$ cat src/rtl/bcast_rx_pkg.sv
`default_nettype none
package bcast_rx_pkg;
	// Clock and link timing
	localparam int CLK_MHZ            = 200;
	localparam int BUF_WAIT_M0_US     = 1570;
	localparam int BUF_WAIT_M1_US     = 390;
	localparam int BUF_WAIT_M0_CYC    = BUF_WAIT_M0_US * CLK_MHZ;
	localparam int BUF_WAIT_M1_CYC    = BUF_WAIT_M1_US * CLK_MHZ;
	localparam int TMR_W              = 19;

	// Receive buffer geometry
	localparam int FIFO_DEPTH         = 40;
	localparam int FIFO_WIDTH         = 8;
	localparam int LVL_W              = 6;
	localparam int HDR_BYTES          = 3;
	localparam int MIN_FREE           = 4;

	// Frame fields
	localparam int ADDR_W             = 12;
	localparam logic [11:0] ADDR_GENERAL = 12'h0ff;
	localparam logic        BCAST_BIT_VAL = 1'h0;

	// Return codes of broadcast reception
	localparam logic [3:0] RC_BC_START = 4'h8;
	localparam logic [3:0] RC_BC_FULL  = 4'h9;
	localparam logic [3:0] RC_BC_END   = 4'ha;
	localparam logic [3:0] RC_BC_ABORT = 4'hb;
	localparam logic [3:0] RC_BC_ERROR = 4'hc;

	// Reset values
	localparam logic [3:0] RC_RESET    = 4'h0;
	localparam logic [7:0] BYTE_RESET  = 8'h00;
endpackage
`default_nettype wire

$ cat src/rtl/bcast_rx_status.sv
// Operation
// - Broadcast frame: broadcast bit 0 and slave address general or own group.
// - Post start code after length field when buffer was ready at control.
// - At start, push master address, control bits and length into buffer.
// - Post buffer-full code when a received byte cannot be stored.
// - Abort reception if host frees no byte within the full wait time.
// - Post normal-end code after all bytes, then clear receive enable.
// - Post abort code when frame ends short, then clear receive enable.
// - After end or abort, publish data byte count; data stays readable.
// - With error option, post error code if buffer not ready at control.
// - On reception error, store master address bits 7:0 in error register 1 and bits 11:8 in error register 2.
// - Error registers are overwritten on every error; host reads them promptly.
// - Single-frame option: ready only when enable set and buffer empty.
// - Multi-frame option: ready when enable set and four bytes free.
// - While ready, send slave status bit 1 as zero.
// - Receive buffer holds forty bytes of headers and data.
// - Byte count holds only correctly received data bytes.
`timescale 1ns/1ps
`default_nettype none
module bcast_rx_status #(
	parameter int BUF_WAIT_M0 = bcast_rx_pkg::BUF_WAIT_M0_CYC,
	parameter int BUF_WAIT_M1 = bcast_rx_pkg::BUF_WAIT_M1_CYC
) (
	// Clock and reset
	input  wire logic                              CLK_SYS,
	input  wire logic                              RST,
	// Configuration
	input  wire logic                              MODE,
	input  wire logic [bcast_rx_pkg::ADDR_W-1:0]   GROUP_ADDR,
	input  wire logic                              BCAST_ERROR_CODE_ENABLE,
	input  wire logic                              MULTI_FRAME_CAPTURE_ENABLE,
	input  wire logic                              SLAVE_RECEIVE_ENABLE_SET,
	input  wire logic                              IRQ_CLR,
	// Frame events from the link layer
	input  wire logic                              FRM_HDR,
	input  wire logic                              FRM_BCAST_BIT,
	input  wire logic [bcast_rx_pkg::ADDR_W-1:0]   FRM_SLAVE_ADDR,
	input  wire logic [bcast_rx_pkg::ADDR_W-1:0]   FRM_MASTER_ADDR,
	input  wire logic                              FRM_CTRL_VALID,
	input  wire logic [3:0]                        FRM_CTRL,
	input  wire logic                              FRM_LEN_VALID,
	input  wire logic [7:0]                        FRM_LEN,
	input  wire logic                              FRM_ABORT,
	// Received data bytes
	input  wire logic                              DATA_VALID,
	input  wire logic [7:0]                        DATA,
	output logic                                   DATA_READY,
	// Slave status towards the bus
	output logic                                   STATUS_RX_BUSY,
	// Host side
	output logic [3:0]                             SLAVE_RETURN_CODE_FIELD,
	output logic                                   IRQ,
	output logic                                   SLAVE_RECEIVE_ENABLE_FLAG,
	output logic [7:0]                             SLAVE_RX_BYTE_COUNT,
	output logic [7:0]                             BCAST_ERROR_ADDRESS_1,
	output logic [7:0]                             BCAST_ERROR_ADDRESS_2,
	input  wire logic                              RD_REQ,
	output logic [7:0]                             RD_DATA,
	output logic                                   RD_VALID,
	output logic                                   FIFO_EMPTY,
	output logic [bcast_rx_pkg::LVL_W-1:0]         FIFO_LEVEL
);
	import bcast_rx_pkg::*;
	////////////////////////////////////////////////////////////////////////////////
	// State
	typedef enum logic [2:0] {ST_IDLE, ST_CTRL, ST_LEN, ST_HDR, ST_DATA} state_e;
	typedef struct packed {
		state_e          st;
		logic [1:0]      hdr_idx;
		logic            abort_pend;
		logic [11:0]     maddr;
		logic [3:0]      ctrl;
		logic [7:0]      len;
		logic [7:0]      cnt;
		logic [1:0][7:0] buf_data;
		logic [1:0]      buf_cnt;
		logic [TMR_W-1:0] timer;
		logic            full_posted;
		logic [3:0]      rc;
		logic            irq;
		logic            slave_receive_enable_flag;
		logic [7:0]      byte_count;
		logic [7:0]      err_addr_1;
		logic [7:0]      err_addr_2;
		logic            not_ready;
	} status_s;
	status_s          r;
	status_s          next_r;
	logic             fifo_wr_ready;
	logic [LVL_W-1:0] fifo_level;
	logic             fifo_ready;
	logic             stalled;
	logic             timeout;
	logic             push;
	logic [7:0]       push_data;
	logic             pop;
	logic [TMR_W-1:0] wait_limit;
	////////////////////////////////////////////////////////////////////////////////
	// Decoding
	function automatic logic is_bcast(input logic bbit, input logic [11:0] saddr,
		input logic [11:0] group);
		is_bcast = (bbit == BCAST_BIT_VAL) && ((saddr == ADDR_GENERAL) || (saddr == group));
	endfunction
	// Bytes still in the skid buffer count as used space
	function automatic logic space_ok(input logic [LVL_W-1:0] lvl, input logic [1:0] held,
		input logic multi_frame_capture_enable);
		logic [LVL_W:0] used;
		used = {1'b0, lvl} + {{(LVL_W-1){1'b0}}, held};
		if (multi_frame_capture_enable)
			space_ok = (used <= (LVL_W+1)'(FIFO_DEPTH - MIN_FREE));
		else
			space_ok = (used == '0);
	endfunction
	////////////////////////////////////////////////////////////////////////////////
	// Ready, stall and timeout
	// Readiness
	// Buffer ready test
	assign fifo_ready = r.slave_receive_enable_flag && space_ok(fifo_level, r.buf_cnt, MULTI_FRAME_CAPTURE_ENABLE);
	// A full skid buffer behind a full FIFO is the point where a byte is refused
	assign stalled    = (r.st == ST_DATA) && (r.buf_cnt == 2'd2) && !fifo_wr_ready;
	assign wait_limit = MODE ? TMR_W'(BUF_WAIT_M1 - 1) : TMR_W'(BUF_WAIT_M0 - 1);
	assign timeout    = stalled && (r.timer >= wait_limit);
	assign pop        = (r.buf_cnt != 2'd0) && fifo_wr_ready;
	assign DATA_READY = (r.st == ST_DATA) && (r.buf_cnt != 2'd2) && (r.cnt != r.len);
	////////////////////////////////////////////////////////////////////////////////
	// Next state
	always_comb
	begin
		next_r           = r;
		push             = 1'b0;
		push_data        = 8'h00;
		next_r.not_ready = !fifo_ready;
		next_r.irq       = r.irq && !IRQ_CLR;
		case (r.st)
			ST_IDLE:
			begin
				if (FRM_HDR && is_bcast(FRM_BCAST_BIT, FRM_SLAVE_ADDR, GROUP_ADDR))
				begin
					next_r.st    = ST_CTRL;
					next_r.maddr = FRM_MASTER_ADDR;
				end
			end
			ST_CTRL:
			begin
				if (FRM_ABORT)
					next_r.st = ST_IDLE;
				else if (FRM_CTRL_VALID)
				begin
					next_r.ctrl = FRM_CTRL;
					if (fifo_ready)
						next_r.st = ST_LEN;
					else
					begin
						next_r.st = ST_IDLE;
						if (BCAST_ERROR_CODE_ENABLE)
						begin
							next_r.rc         = RC_BC_ERROR;
							next_r.irq        = 1'b1;
							next_r.err_addr_1 = r.maddr[7:0];
							next_r.err_addr_2 = {4'h0, r.maddr[11:8]};
						end
					end
				end
			end
			ST_LEN:
			begin
				if (FRM_ABORT)
					next_r.st = ST_IDLE;
				else if (FRM_LEN_VALID)
				begin
					next_r.rc          = RC_BC_START;
					next_r.irq         = 1'b1;
					next_r.len         = FRM_LEN;
					next_r.cnt         = 8'h00;
					next_r.hdr_idx     = 2'd0;
					next_r.abort_pend  = 1'b0;
					next_r.full_posted = 1'b0;
					next_r.timer       = '0;
					next_r.st          = ST_HDR;
				end
			end
			ST_HDR:
			begin
				// Link stalls on DATA_READY here, but an abort may still arrive
				if (FRM_ABORT)
					next_r.abort_pend = 1'b1;
				if (r.buf_cnt != 2'd2)
				begin
					push = 1'b1;
					case (r.hdr_idx)
						2'd0:    push_data = r.maddr[11:4];
						2'd1:    push_data = {r.maddr[3:0], r.ctrl};
						default: push_data = r.len;
					endcase
					next_r.hdr_idx = r.hdr_idx + 2'd1;
					if (r.hdr_idx == 2'(HDR_BYTES - 1))
						next_r.st = ST_DATA;
				end
			end
			ST_DATA:
			begin
				if (r.cnt == r.len)
				begin
					next_r.rc         = RC_BC_END;
					next_r.irq        = 1'b1;
					next_r.slave_receive_enable_flag       = 1'b0;
					next_r.byte_count = r.cnt;
					next_r.st         = ST_IDLE;
				end
				else if (FRM_ABORT || r.abort_pend || timeout)
				begin
					next_r.rc         = RC_BC_ABORT;
					next_r.irq        = 1'b1;
					next_r.slave_receive_enable_flag       = 1'b0;
					next_r.byte_count = r.cnt;
					next_r.st         = ST_IDLE;
				end
				else
				begin
					if (stalled)
					begin
						next_r.timer = r.timer + 1'b1;
						if (!r.full_posted)
						begin
							next_r.rc          = RC_BC_FULL;
							next_r.irq         = 1'b1;
							next_r.full_posted = 1'b1;
						end
					end
					else
					begin
						next_r.timer       = '0;
						next_r.full_posted = 1'b0;
					end
					if (DATA_VALID && DATA_READY)
					begin
						push       = 1'b1;
						push_data  = DATA;
						next_r.cnt = r.cnt + 8'h01;
					end
				end
			end
			default:
				next_r.st = ST_IDLE;
		endcase
		// Two-entry skid buffer; pop first so a push can reuse the slot
		if (pop)
		begin
			next_r.buf_data[0] = r.buf_data[1];
			next_r.buf_cnt     = r.buf_cnt - 2'd1;
		end
		if (push)
		begin
			next_r.buf_data[next_r.buf_cnt[0]] = push_data;
			next_r.buf_cnt                     = next_r.buf_cnt + 2'd1;
		end
		// Host set wins over the clear at the end of a frame
		if (SLAVE_RECEIVE_ENABLE_SET)
			next_r.slave_receive_enable_flag = 1'b1;
	end
	always_ff @(posedge CLK_SYS)
	begin
		if (RST)
		begin
			r            <= '0;
			r.st         <= ST_IDLE;
			r.rc         <= RC_RESET;
			r.byte_count <= BYTE_RESET;
			r.err_addr_1 <= BYTE_RESET;
			r.err_addr_2 <= BYTE_RESET;
			r.not_ready  <= 1'b1;
		end
		else
			r <= next_r;
	end
	////////////////////////////////////////////////////////////////////////////////
	// Receive buffer
	// Forty-byte receive buffer
	bcast_rx_fifo #(
		.DEPTH (FIFO_DEPTH),
		.WIDTH (FIFO_WIDTH)
	) u_fifo (
		.clk      (CLK_SYS),
		.rst      (RST),
		.wr_valid (r.buf_cnt != 2'd0),
		.wr_data  (r.buf_data[0]),
		.wr_ready (fifo_wr_ready),
		.rd_req   (RD_REQ),
		.rd_data  (RD_DATA),
		.rd_valid (RD_VALID),
		.empty    (FIFO_EMPTY),
		.level    (fifo_level)
	);
	assign SLAVE_RETURN_CODE_FIELD   = r.rc;
	assign IRQ                       = r.irq;
	assign SLAVE_RECEIVE_ENABLE_FLAG = r.slave_receive_enable_flag;
	assign SLAVE_RX_BYTE_COUNT       = r.byte_count;
	assign BCAST_ERROR_ADDRESS_1     = r.err_addr_1;
	assign BCAST_ERROR_ADDRESS_2     = r.err_addr_2;
	assign STATUS_RX_BUSY            = r.not_ready;
	assign FIFO_LEVEL                = fifo_level;
endmodule
`default_nettype wire

$ cat src/rtl/bcast_rx_fifo.sv
`timescale 1ns/1ps
`default_nettype none
module bcast_rx_fifo #(
	parameter int DEPTH = bcast_rx_pkg::FIFO_DEPTH,
	parameter int WIDTH = bcast_rx_pkg::FIFO_WIDTH
) (
	// Clock and reset
	input  wire logic                      clk,
	input  wire logic                      rst,
	// Write side
	input  wire logic                      wr_valid,
	input  wire logic [WIDTH-1:0]          wr_data,
	output logic                           wr_ready,
	// Read side
	input  wire logic                      rd_req,
	output logic [WIDTH-1:0]               rd_data,
	output logic                           rd_valid,
	output logic                           empty,
	output logic [$clog2(DEPTH+1)-1:0]     level
);
	import bcast_rx_pkg::*;

	localparam int PW = $clog2(DEPTH);
	localparam int LW = $clog2(DEPTH+1);
	localparam logic [PW-1:0] LAST = PW'(DEPTH - 1);

	typedef struct packed {
		logic [DEPTH-1:0][WIDTH-1:0] mem;
		logic [PW-1:0]               wr_ptr;
		logic [PW-1:0]               rd_ptr;
		logic [LW-1:0]               level;
		logic [WIDTH-1:0]            rd_data;
		logic                        rd_valid;
	} fifo_s;

	fifo_s r;
	fifo_s next_r;
	logic  do_wr;
	logic  do_rd;

	// Depth need not be a power of two, so wrap by hand
	function automatic logic [PW-1:0] ptr_inc(input logic [PW-1:0] p);
		ptr_inc = (p == LAST) ? '0 : p + 1'b1;
	endfunction

	assign wr_ready = (r.level != LW'(DEPTH));
	assign do_wr    = wr_valid && wr_ready;
	assign do_rd    = rd_req && (r.level != '0);

	always_comb
	begin
		next_r          = r;
		next_r.rd_valid = do_rd;
		if (do_wr)
		begin
			next_r.mem[r.wr_ptr] = wr_data;
			next_r.wr_ptr        = ptr_inc(r.wr_ptr);
		end
		if (do_rd)
		begin
			next_r.rd_data = r.mem[r.rd_ptr];
			next_r.rd_ptr  = ptr_inc(r.rd_ptr);
		end
		if (do_wr && !do_rd)
			next_r.level = r.level + 1'b1;
		else if (do_rd && !do_wr)
			next_r.level = r.level - 1'b1;
	end

	always_ff @(posedge clk)
	begin
		if (rst)
			r <= '0;
		else
			r <= next_r;
	end

	assign rd_data  = r.rd_data;
	assign rd_valid = r.rd_valid;
	assign empty    = (r.level == '0);
	assign level    = r.level;
endmodule
`default_nettype wire

$ cat config.mk
export PLATFORM = sky130hd
export DESIGN_NAME = bcast_rx_status
export DESIGN_NICKNAME = d
export VERILOG_FILES = /design/src/rtl/bcast_rx_pkg.sv /design/src/rtl/bcast_rx_status.sv /design/src/rtl/bcast_rx_fifo.sv
export SDC_FILE = /design/constraint.sdc
export NUM_CORES = 1
export LEC_CHECK = 0
export ABC_AREA = 0
export BUFFER_PORTS_ARGS = -buffer_cell sky130_fd_sc_hd__buf_2
export CAP_MARGIN = 5
export CELL_PAD_IN_SITES_DETAIL_PLACEMENT = 1
export CELL_PAD_IN_SITES_GLOBAL_PLACEMENT = 1
export CORE_MARGIN = 1
export CORE_UTILIZATION = 45
export DETAILED_ROUTE_END_ITERATION = 6
export GPL_TIMING_DRIVEN = 1
export PLACE_DENSITY_LB_ADDON = 0.1
export SYNTH_ARGS = -nofsm -noshare
export SYNTH_HDL_FRONTEND = slang
export SYNTH_SLANG_ARGS = --single-unit
$ cat constraint.sdc
create_clock -name CLK_SYS -period 4.3 [get_ports CLK_SYS]
set_clock_uncertainty 0.1 [all_clocks]
set_input_delay 0.86 -clock CLK_SYS [delete_from_list [all_inputs] [get_ports CLK_SYS]]
set_output_delay 0.86 -clock CLK_SYS [all_outputs]
set_load 0.01 [all_outputs]
## Word-level counts from Yosys, hierarchy flattened

Index checks and enable logic that the tools add are counted.

- Latch bits: 0
- Memories kept: 0
- Register bits after elaboration: 450
- Bits in writable memories: 0
- Input bits: 70
- Memory bits (read-only): 0

- Shifts and indexed selects: 0
- $lt $le $gt $ge: 7
- Multiply operators: 0
- Bitwise logic cells: 3
- Mux-type cells: 65
- Add/sub/neg operators: 10
- Divide/modulo/power cells: 0
- Reduce and logical (&&, ||, !) cells: 49
- Equality and inequality tests: 33

Operators with widths:

| cell | count |
|---|---|
| $bwmux 320 | 1 |
| $mux 8 | 12 |
| $mux 20 | 3 |
| $mux 25 | 2 |
| $bmux 8 s6 | 1 |
| $demux 8 s6 | 1 |
| $pmux 8 s2 | 3 |
| $mux 5 | 8 |
| $pmux 20 s2 | 1 |
| $mux 6 | 5 |
| $ne 2x2->1 const B | 13 |
| $mux 3 | 8 |
| $mux 10 | 2 |
| $add 19x1->19 const B | 1 |
| $ge 19x19->1 | 1 |
| $mux 19 | 1 |
| $add 6x1->6 const B | 3 |
| $mux 9 | 2 |
| $bwmux 16 | 1 |
| $logic_and 1x1->1 | 16 |
| $pmux 3 s5 | 1 |
| $pmux 5 s3 | 1 |
| $lt 6x7->1 const B | 2 |
| $mux 14 | 1 |
| other kinds (45) | 77 |

## Logic depth before layout (Yosys ltp)

- Depth in word-level cells: 10
- Mapped depth: 17

## Cells and area by module

A second synthesis with hierarchy kept.

- Cell total of the unflattened synthesis: 2421
- Area, all modules: 21481.9 um^2

Modules (own cells, without submodules):

| module | area an instance (um^2) | instances | cells each |
|---|---|---|---|
| bcast_rx_fifo | 15785.1 | 1 | 1754 |
| bcast_rx_status | 5696.7 | 1 | 667 |

## Worst setup path before layout

No wires, ideal clock.

- Kind: register to register
- From: register u_fifo.r, in the netlist u_fifo.level[2]
- To: register u_fifo.r, in the netlist u_fifo.level[5]
- Stages on the path, launching flop included: 18
- Setup time: 0.070 ns
- Slack: 0.744 ns
- Data arrival time: 3.386 ns
- Path through: dfxtp_1 -> buf_2 -> or4_1 -> or3_1 -> and2_1 -> clkbuf_1 -> inv_2 -> buf_2 -> ha_1 -> inv_1 -> ha_1 -> a21o_1 -> a21oi_1 -> o21bai_1 -> a21oi_1 -> xnor2_1 -> or3_1 -> a21oi_1

- Word-level cells in the longest chain between the ends: 5

Ends and longest elaborated chain:

| element | line | text |
|---|---|---|
| from (decl) | bcast_rx_fifo.sv:36 | `fifo_s r;` |
| from (signal assigned) | bcast_rx_fifo.sv:75 | `r <= next_r;` |
| parallel branches: the longest is 5 deep, another holds $sub 6x1->6 | n/a |  |

Several ways; the timed one is not identified. The select of a mux whose other input is x is not followed.
A chain may end at the register's enable or synchronous reset.

## Worst setup path after layout

- From: register u_fifo.r, in the netlist u_fifo.level[0]
- To: register u_fifo.r, in the netlist u_fifo.level[5]

Same word-level chain as after synthesis.

==> reports/summary.txt <==
Run status = finished clean
Setup TNS = 0 ns
Cells after DPL = 2789
Largest net degree at the start of global routing = 211
Main combinational cell family by area after synthesis = simple AND/OR/NAND/NOR gates
Final Instance Count excl. Fillers = 2882
Slowest-stage cell, CP = or4_1
Wire per inst = 21.98 microns
Worst-path maximum fanout = 11
Slew Viols, Final = 0
Cell row count = 78
Most numerous cell on the critical path = a21oi_1
Worst hold start = u_fifo.r[175]$_SDFFE_PP0P_
Gr usage total = 0.2675
Final Hold Viols = 0
Max-cap violations = 0
Final core occ = 0.5091
TritonCTS clock tree = built
Worst Hold Path EP = u_fifo.r[175]$_SDFFE_PP0P_
Post-layout min period = 3.665 ns
Drt pass-1 iters = 5
Synth unique cells = 80
Compound-Gate Fraction of Synth Area = 0.09461
RSZ-0062 raised after global routing = false
Hold WC Path Type = reg2reg
Initial antenna violation count = 1
Top area cells in the synthesized netlist = dfxtp_1 43%, mux4_2 10%, mux2i_1 8.3%
R2r startpoint = u_fifo.level[0]$_SDFFE_PP0P_
# setup viols final = 0
#FFs+latches synth = 450
Cell taking the most area after synthesis = dfxtp_1
Sequential cell area fraction in the yosys report = 0.4282
Final setup margin = 0.6353 ns
P&R area growth vs syn = 10.76%
Post-CTS setup buffer count = 0
Most common cell in the netlist = dfxtp_1
Crit-path cells = or4_1 > or3_1 > and2_1 > inv_2 > ha_1 > inv_1 > ha_1 > a21o_1 > a21oi_1 > o21bai_1 > a21oi_1 > xnor2_1 > or3_1 > a21oi_1
FF-to-FF path depth = 14
Final instance area = 0.02330 sq mm
Synth Cell Area = 0.02104 sq mm
CTS buffer count = 50
Pre-CTS worst setup slack = 0.4656 ns
Mean post-synth cell area = 9.273 sq um
Grt ovf = 0
RePlAce Congestion = 0.8262
Vias per inst = 5.810
Post-Synth XOR/XNOR Area = 0.02289
Drt first-iter violations = 1063
Hold path depth = 2
Power per cell area = 450.9 mW/mm^2
Slew @ Worst Pin = 1.160 ns
Die Y = 218.2 microns
Clock sink count = 450
Relative slew slack = 0.2253
Hold-fix buffers, CTS = 0
Worst reg-to-reg setup slack = 0.64 ns
Critical path start-end classification = reg2reg
Crit path from = u_fifo.level[0]$_SDFFE_PP0P_
Worst setup EP type = flip-flop
IO Pins = 118
Mux share of post-synthesis cell area = 0.1898
Routed Antenna Nets = 0
Syn Inst Count = 2269
Worst-case clock buffer depth = 3
H-tree Lvls = 2
Die W = 218.2 microns
Fin crit share = 0.8522
Startpoint Class = flip-flop
Post-synth EDFFs = 0
Simple-gate share of the synthesized area = 0.1900
F_max = 272.9 MHz
CP peak stage delay = 0.52 ns
Core area = 0.04577 sq mm
Initial Util = 0.4597
Reg2Reg Capture Point = u_fifo.level[5]$_SDFFE_PP0P_
Share of layout cells above drive strength 1 = 0.1670
Fin Hold WS = 0.3531 ns
P_leak = 7.982 nW
Nets = 2339
Worst EP arrival = 4.07 ns
Reg clk slew, reported paths = 0.06 ns
Synth Flop Type = dfxtp_1
Total power = 10.51 mW
Root Driver = clkbuf_16
Ys Warns = 0
Async SR Flop Fraction = 0
Post-cts gate resize count = 0
Full die area = 0.04762 sq mm
Global-route wire length before repair = 99930 microns
Post-synth top area share = 0.4282
Worst endpoint required time = 4.71 ns
Post-synthesis adder-cell area fraction = 0.01736
DRC = 0
Vias in the first global route = 17.36k
Final wirelength = 63350 microns
Most common library cells after synthesis = 450 x dfxtp_1, 275 x nand2_1, 251 x nor2_1
VDD IR max = 264.7 uV
Vias = 16.74k
Clock Latency Late Sink = 0.59 ns
DP HPWL = 39650 microns
Area of placed instances = 0.02167 sq mm
PortBufs = 113
registers in the layout, indices dropped and copies added, names as in the netlist, 4 cells and up:
| signal | cells |
|---|---|
| r | 76 |
| BCAST_ERROR_ADDRESS_1 | 8 |
| SLAVE_RX_BYTE_COUNT | 8 |
| BCAST_ERROR_ADDRESS_2 | 4 |
| u_fifo.level | 6 |
| u_fifo.rd_data | 8 |
| SLAVE_RETURN_CODE_FIELD | 4 |
| u_fifo.r | 332 |
per-layer routing:
metal | track usage | up-vias | share of wire
met1 | 0.3580 | 8532 | 0.46
met2 | 0.4517 | 270 | 0.49
met5 | 0 | - | 0
met3 | 0.03354 | 66 | 0.036
met4 | 0.07483 | 0 | 0.017
li1 | - | 7875 | -
cell families (layout without fill, tap and decap cells):
| family | Yosys count | in the layout |
|---|---|---|
| AOI/OAI and AO/OA | 352 | 352 |
| xor gates and xnor gates | 55 | 55 |
| adders and majority gates | 28 | 28 |
| buffers and inverters | 251 | 260 |
| DFF | 450 | 450 |
| muxes | 278 | 278 |
| other | 1 | 5 |
| and+or+nand+nor | 854 | 854 |
worst max-delay path, delay by kind of cell (launching register included):
family          cells  cell delay (ns)
flops               1             0.39
buf+inv             2             0.32
xor+xnor            1             0.10
compound gates      5             0.80
fa+ha+maj           2             0.52
simple gates        4             1.35
where the power goes:
group,switching [mW],total (mW),leakage (nW),internal (mW)
clock network,1.76,4.29,0.809,2.52
registers,0.199,4.44,3.63,4.24
logic,1.10,1.78,3.54,0.682
total,3.06,10.5,7.98,7.45
layout make-up:
cell class              count  area [sq um]
repair buffers            149         933.4
well taps                 600         750.7
diodes                      1         2.502
clock buffers              80          1515
clock inverters            12         117.6
fillers                  5161         22470
multi-input cells        1571         10870
inverters                  19         83.83
flip-flops and latches    450          9026
cell usage in the layout, fill, tap and decap left out, types with 19 or more instances in the layout:
cell and count:
nand4_1 21, buf_4 29, mux2i_1 174, a21oi_1 249, nor2_1 249, xnor2_1 19
o21ai_0 26, ha_1 26, xor2_1 36, clkbuf_16 51, dfxtp_1 440, buf_2 112
mux4_2 96, nand2_1 275, nand3_1 205
worst max path at each step:
| stage | to | slack [ns] | cells past startpoint |
|---|---|---|---|
| 2_1_floorplan | u_fifo.level[5]$_SDFFE_PP0P_ | 0.74 | 17 |
| 3_3_place_gp | SLAVE_RETURN_CODE_FIELD[1]$_SDFFE_PP0P_ | 0.60 | 11 |
| 3_5_place_dp | SLAVE_RETURN_CODE_FIELD[1]$_SDFFE_PP0P_ | 0.47 | 11 |
| 4_1_cts | u_fifo.level[5]$_SDFFE_PP0P_ | 0.58 | 14 |
| 5_1_grt | u_fifo.level[5]$_SDFFE_PP0P_ | 0.40 | 14 |
| 6_report | u_fifo.level[5]$_SDFFE_PP0P_ | 0.64 | 14 |
Power figures use the tool's default switching activity.
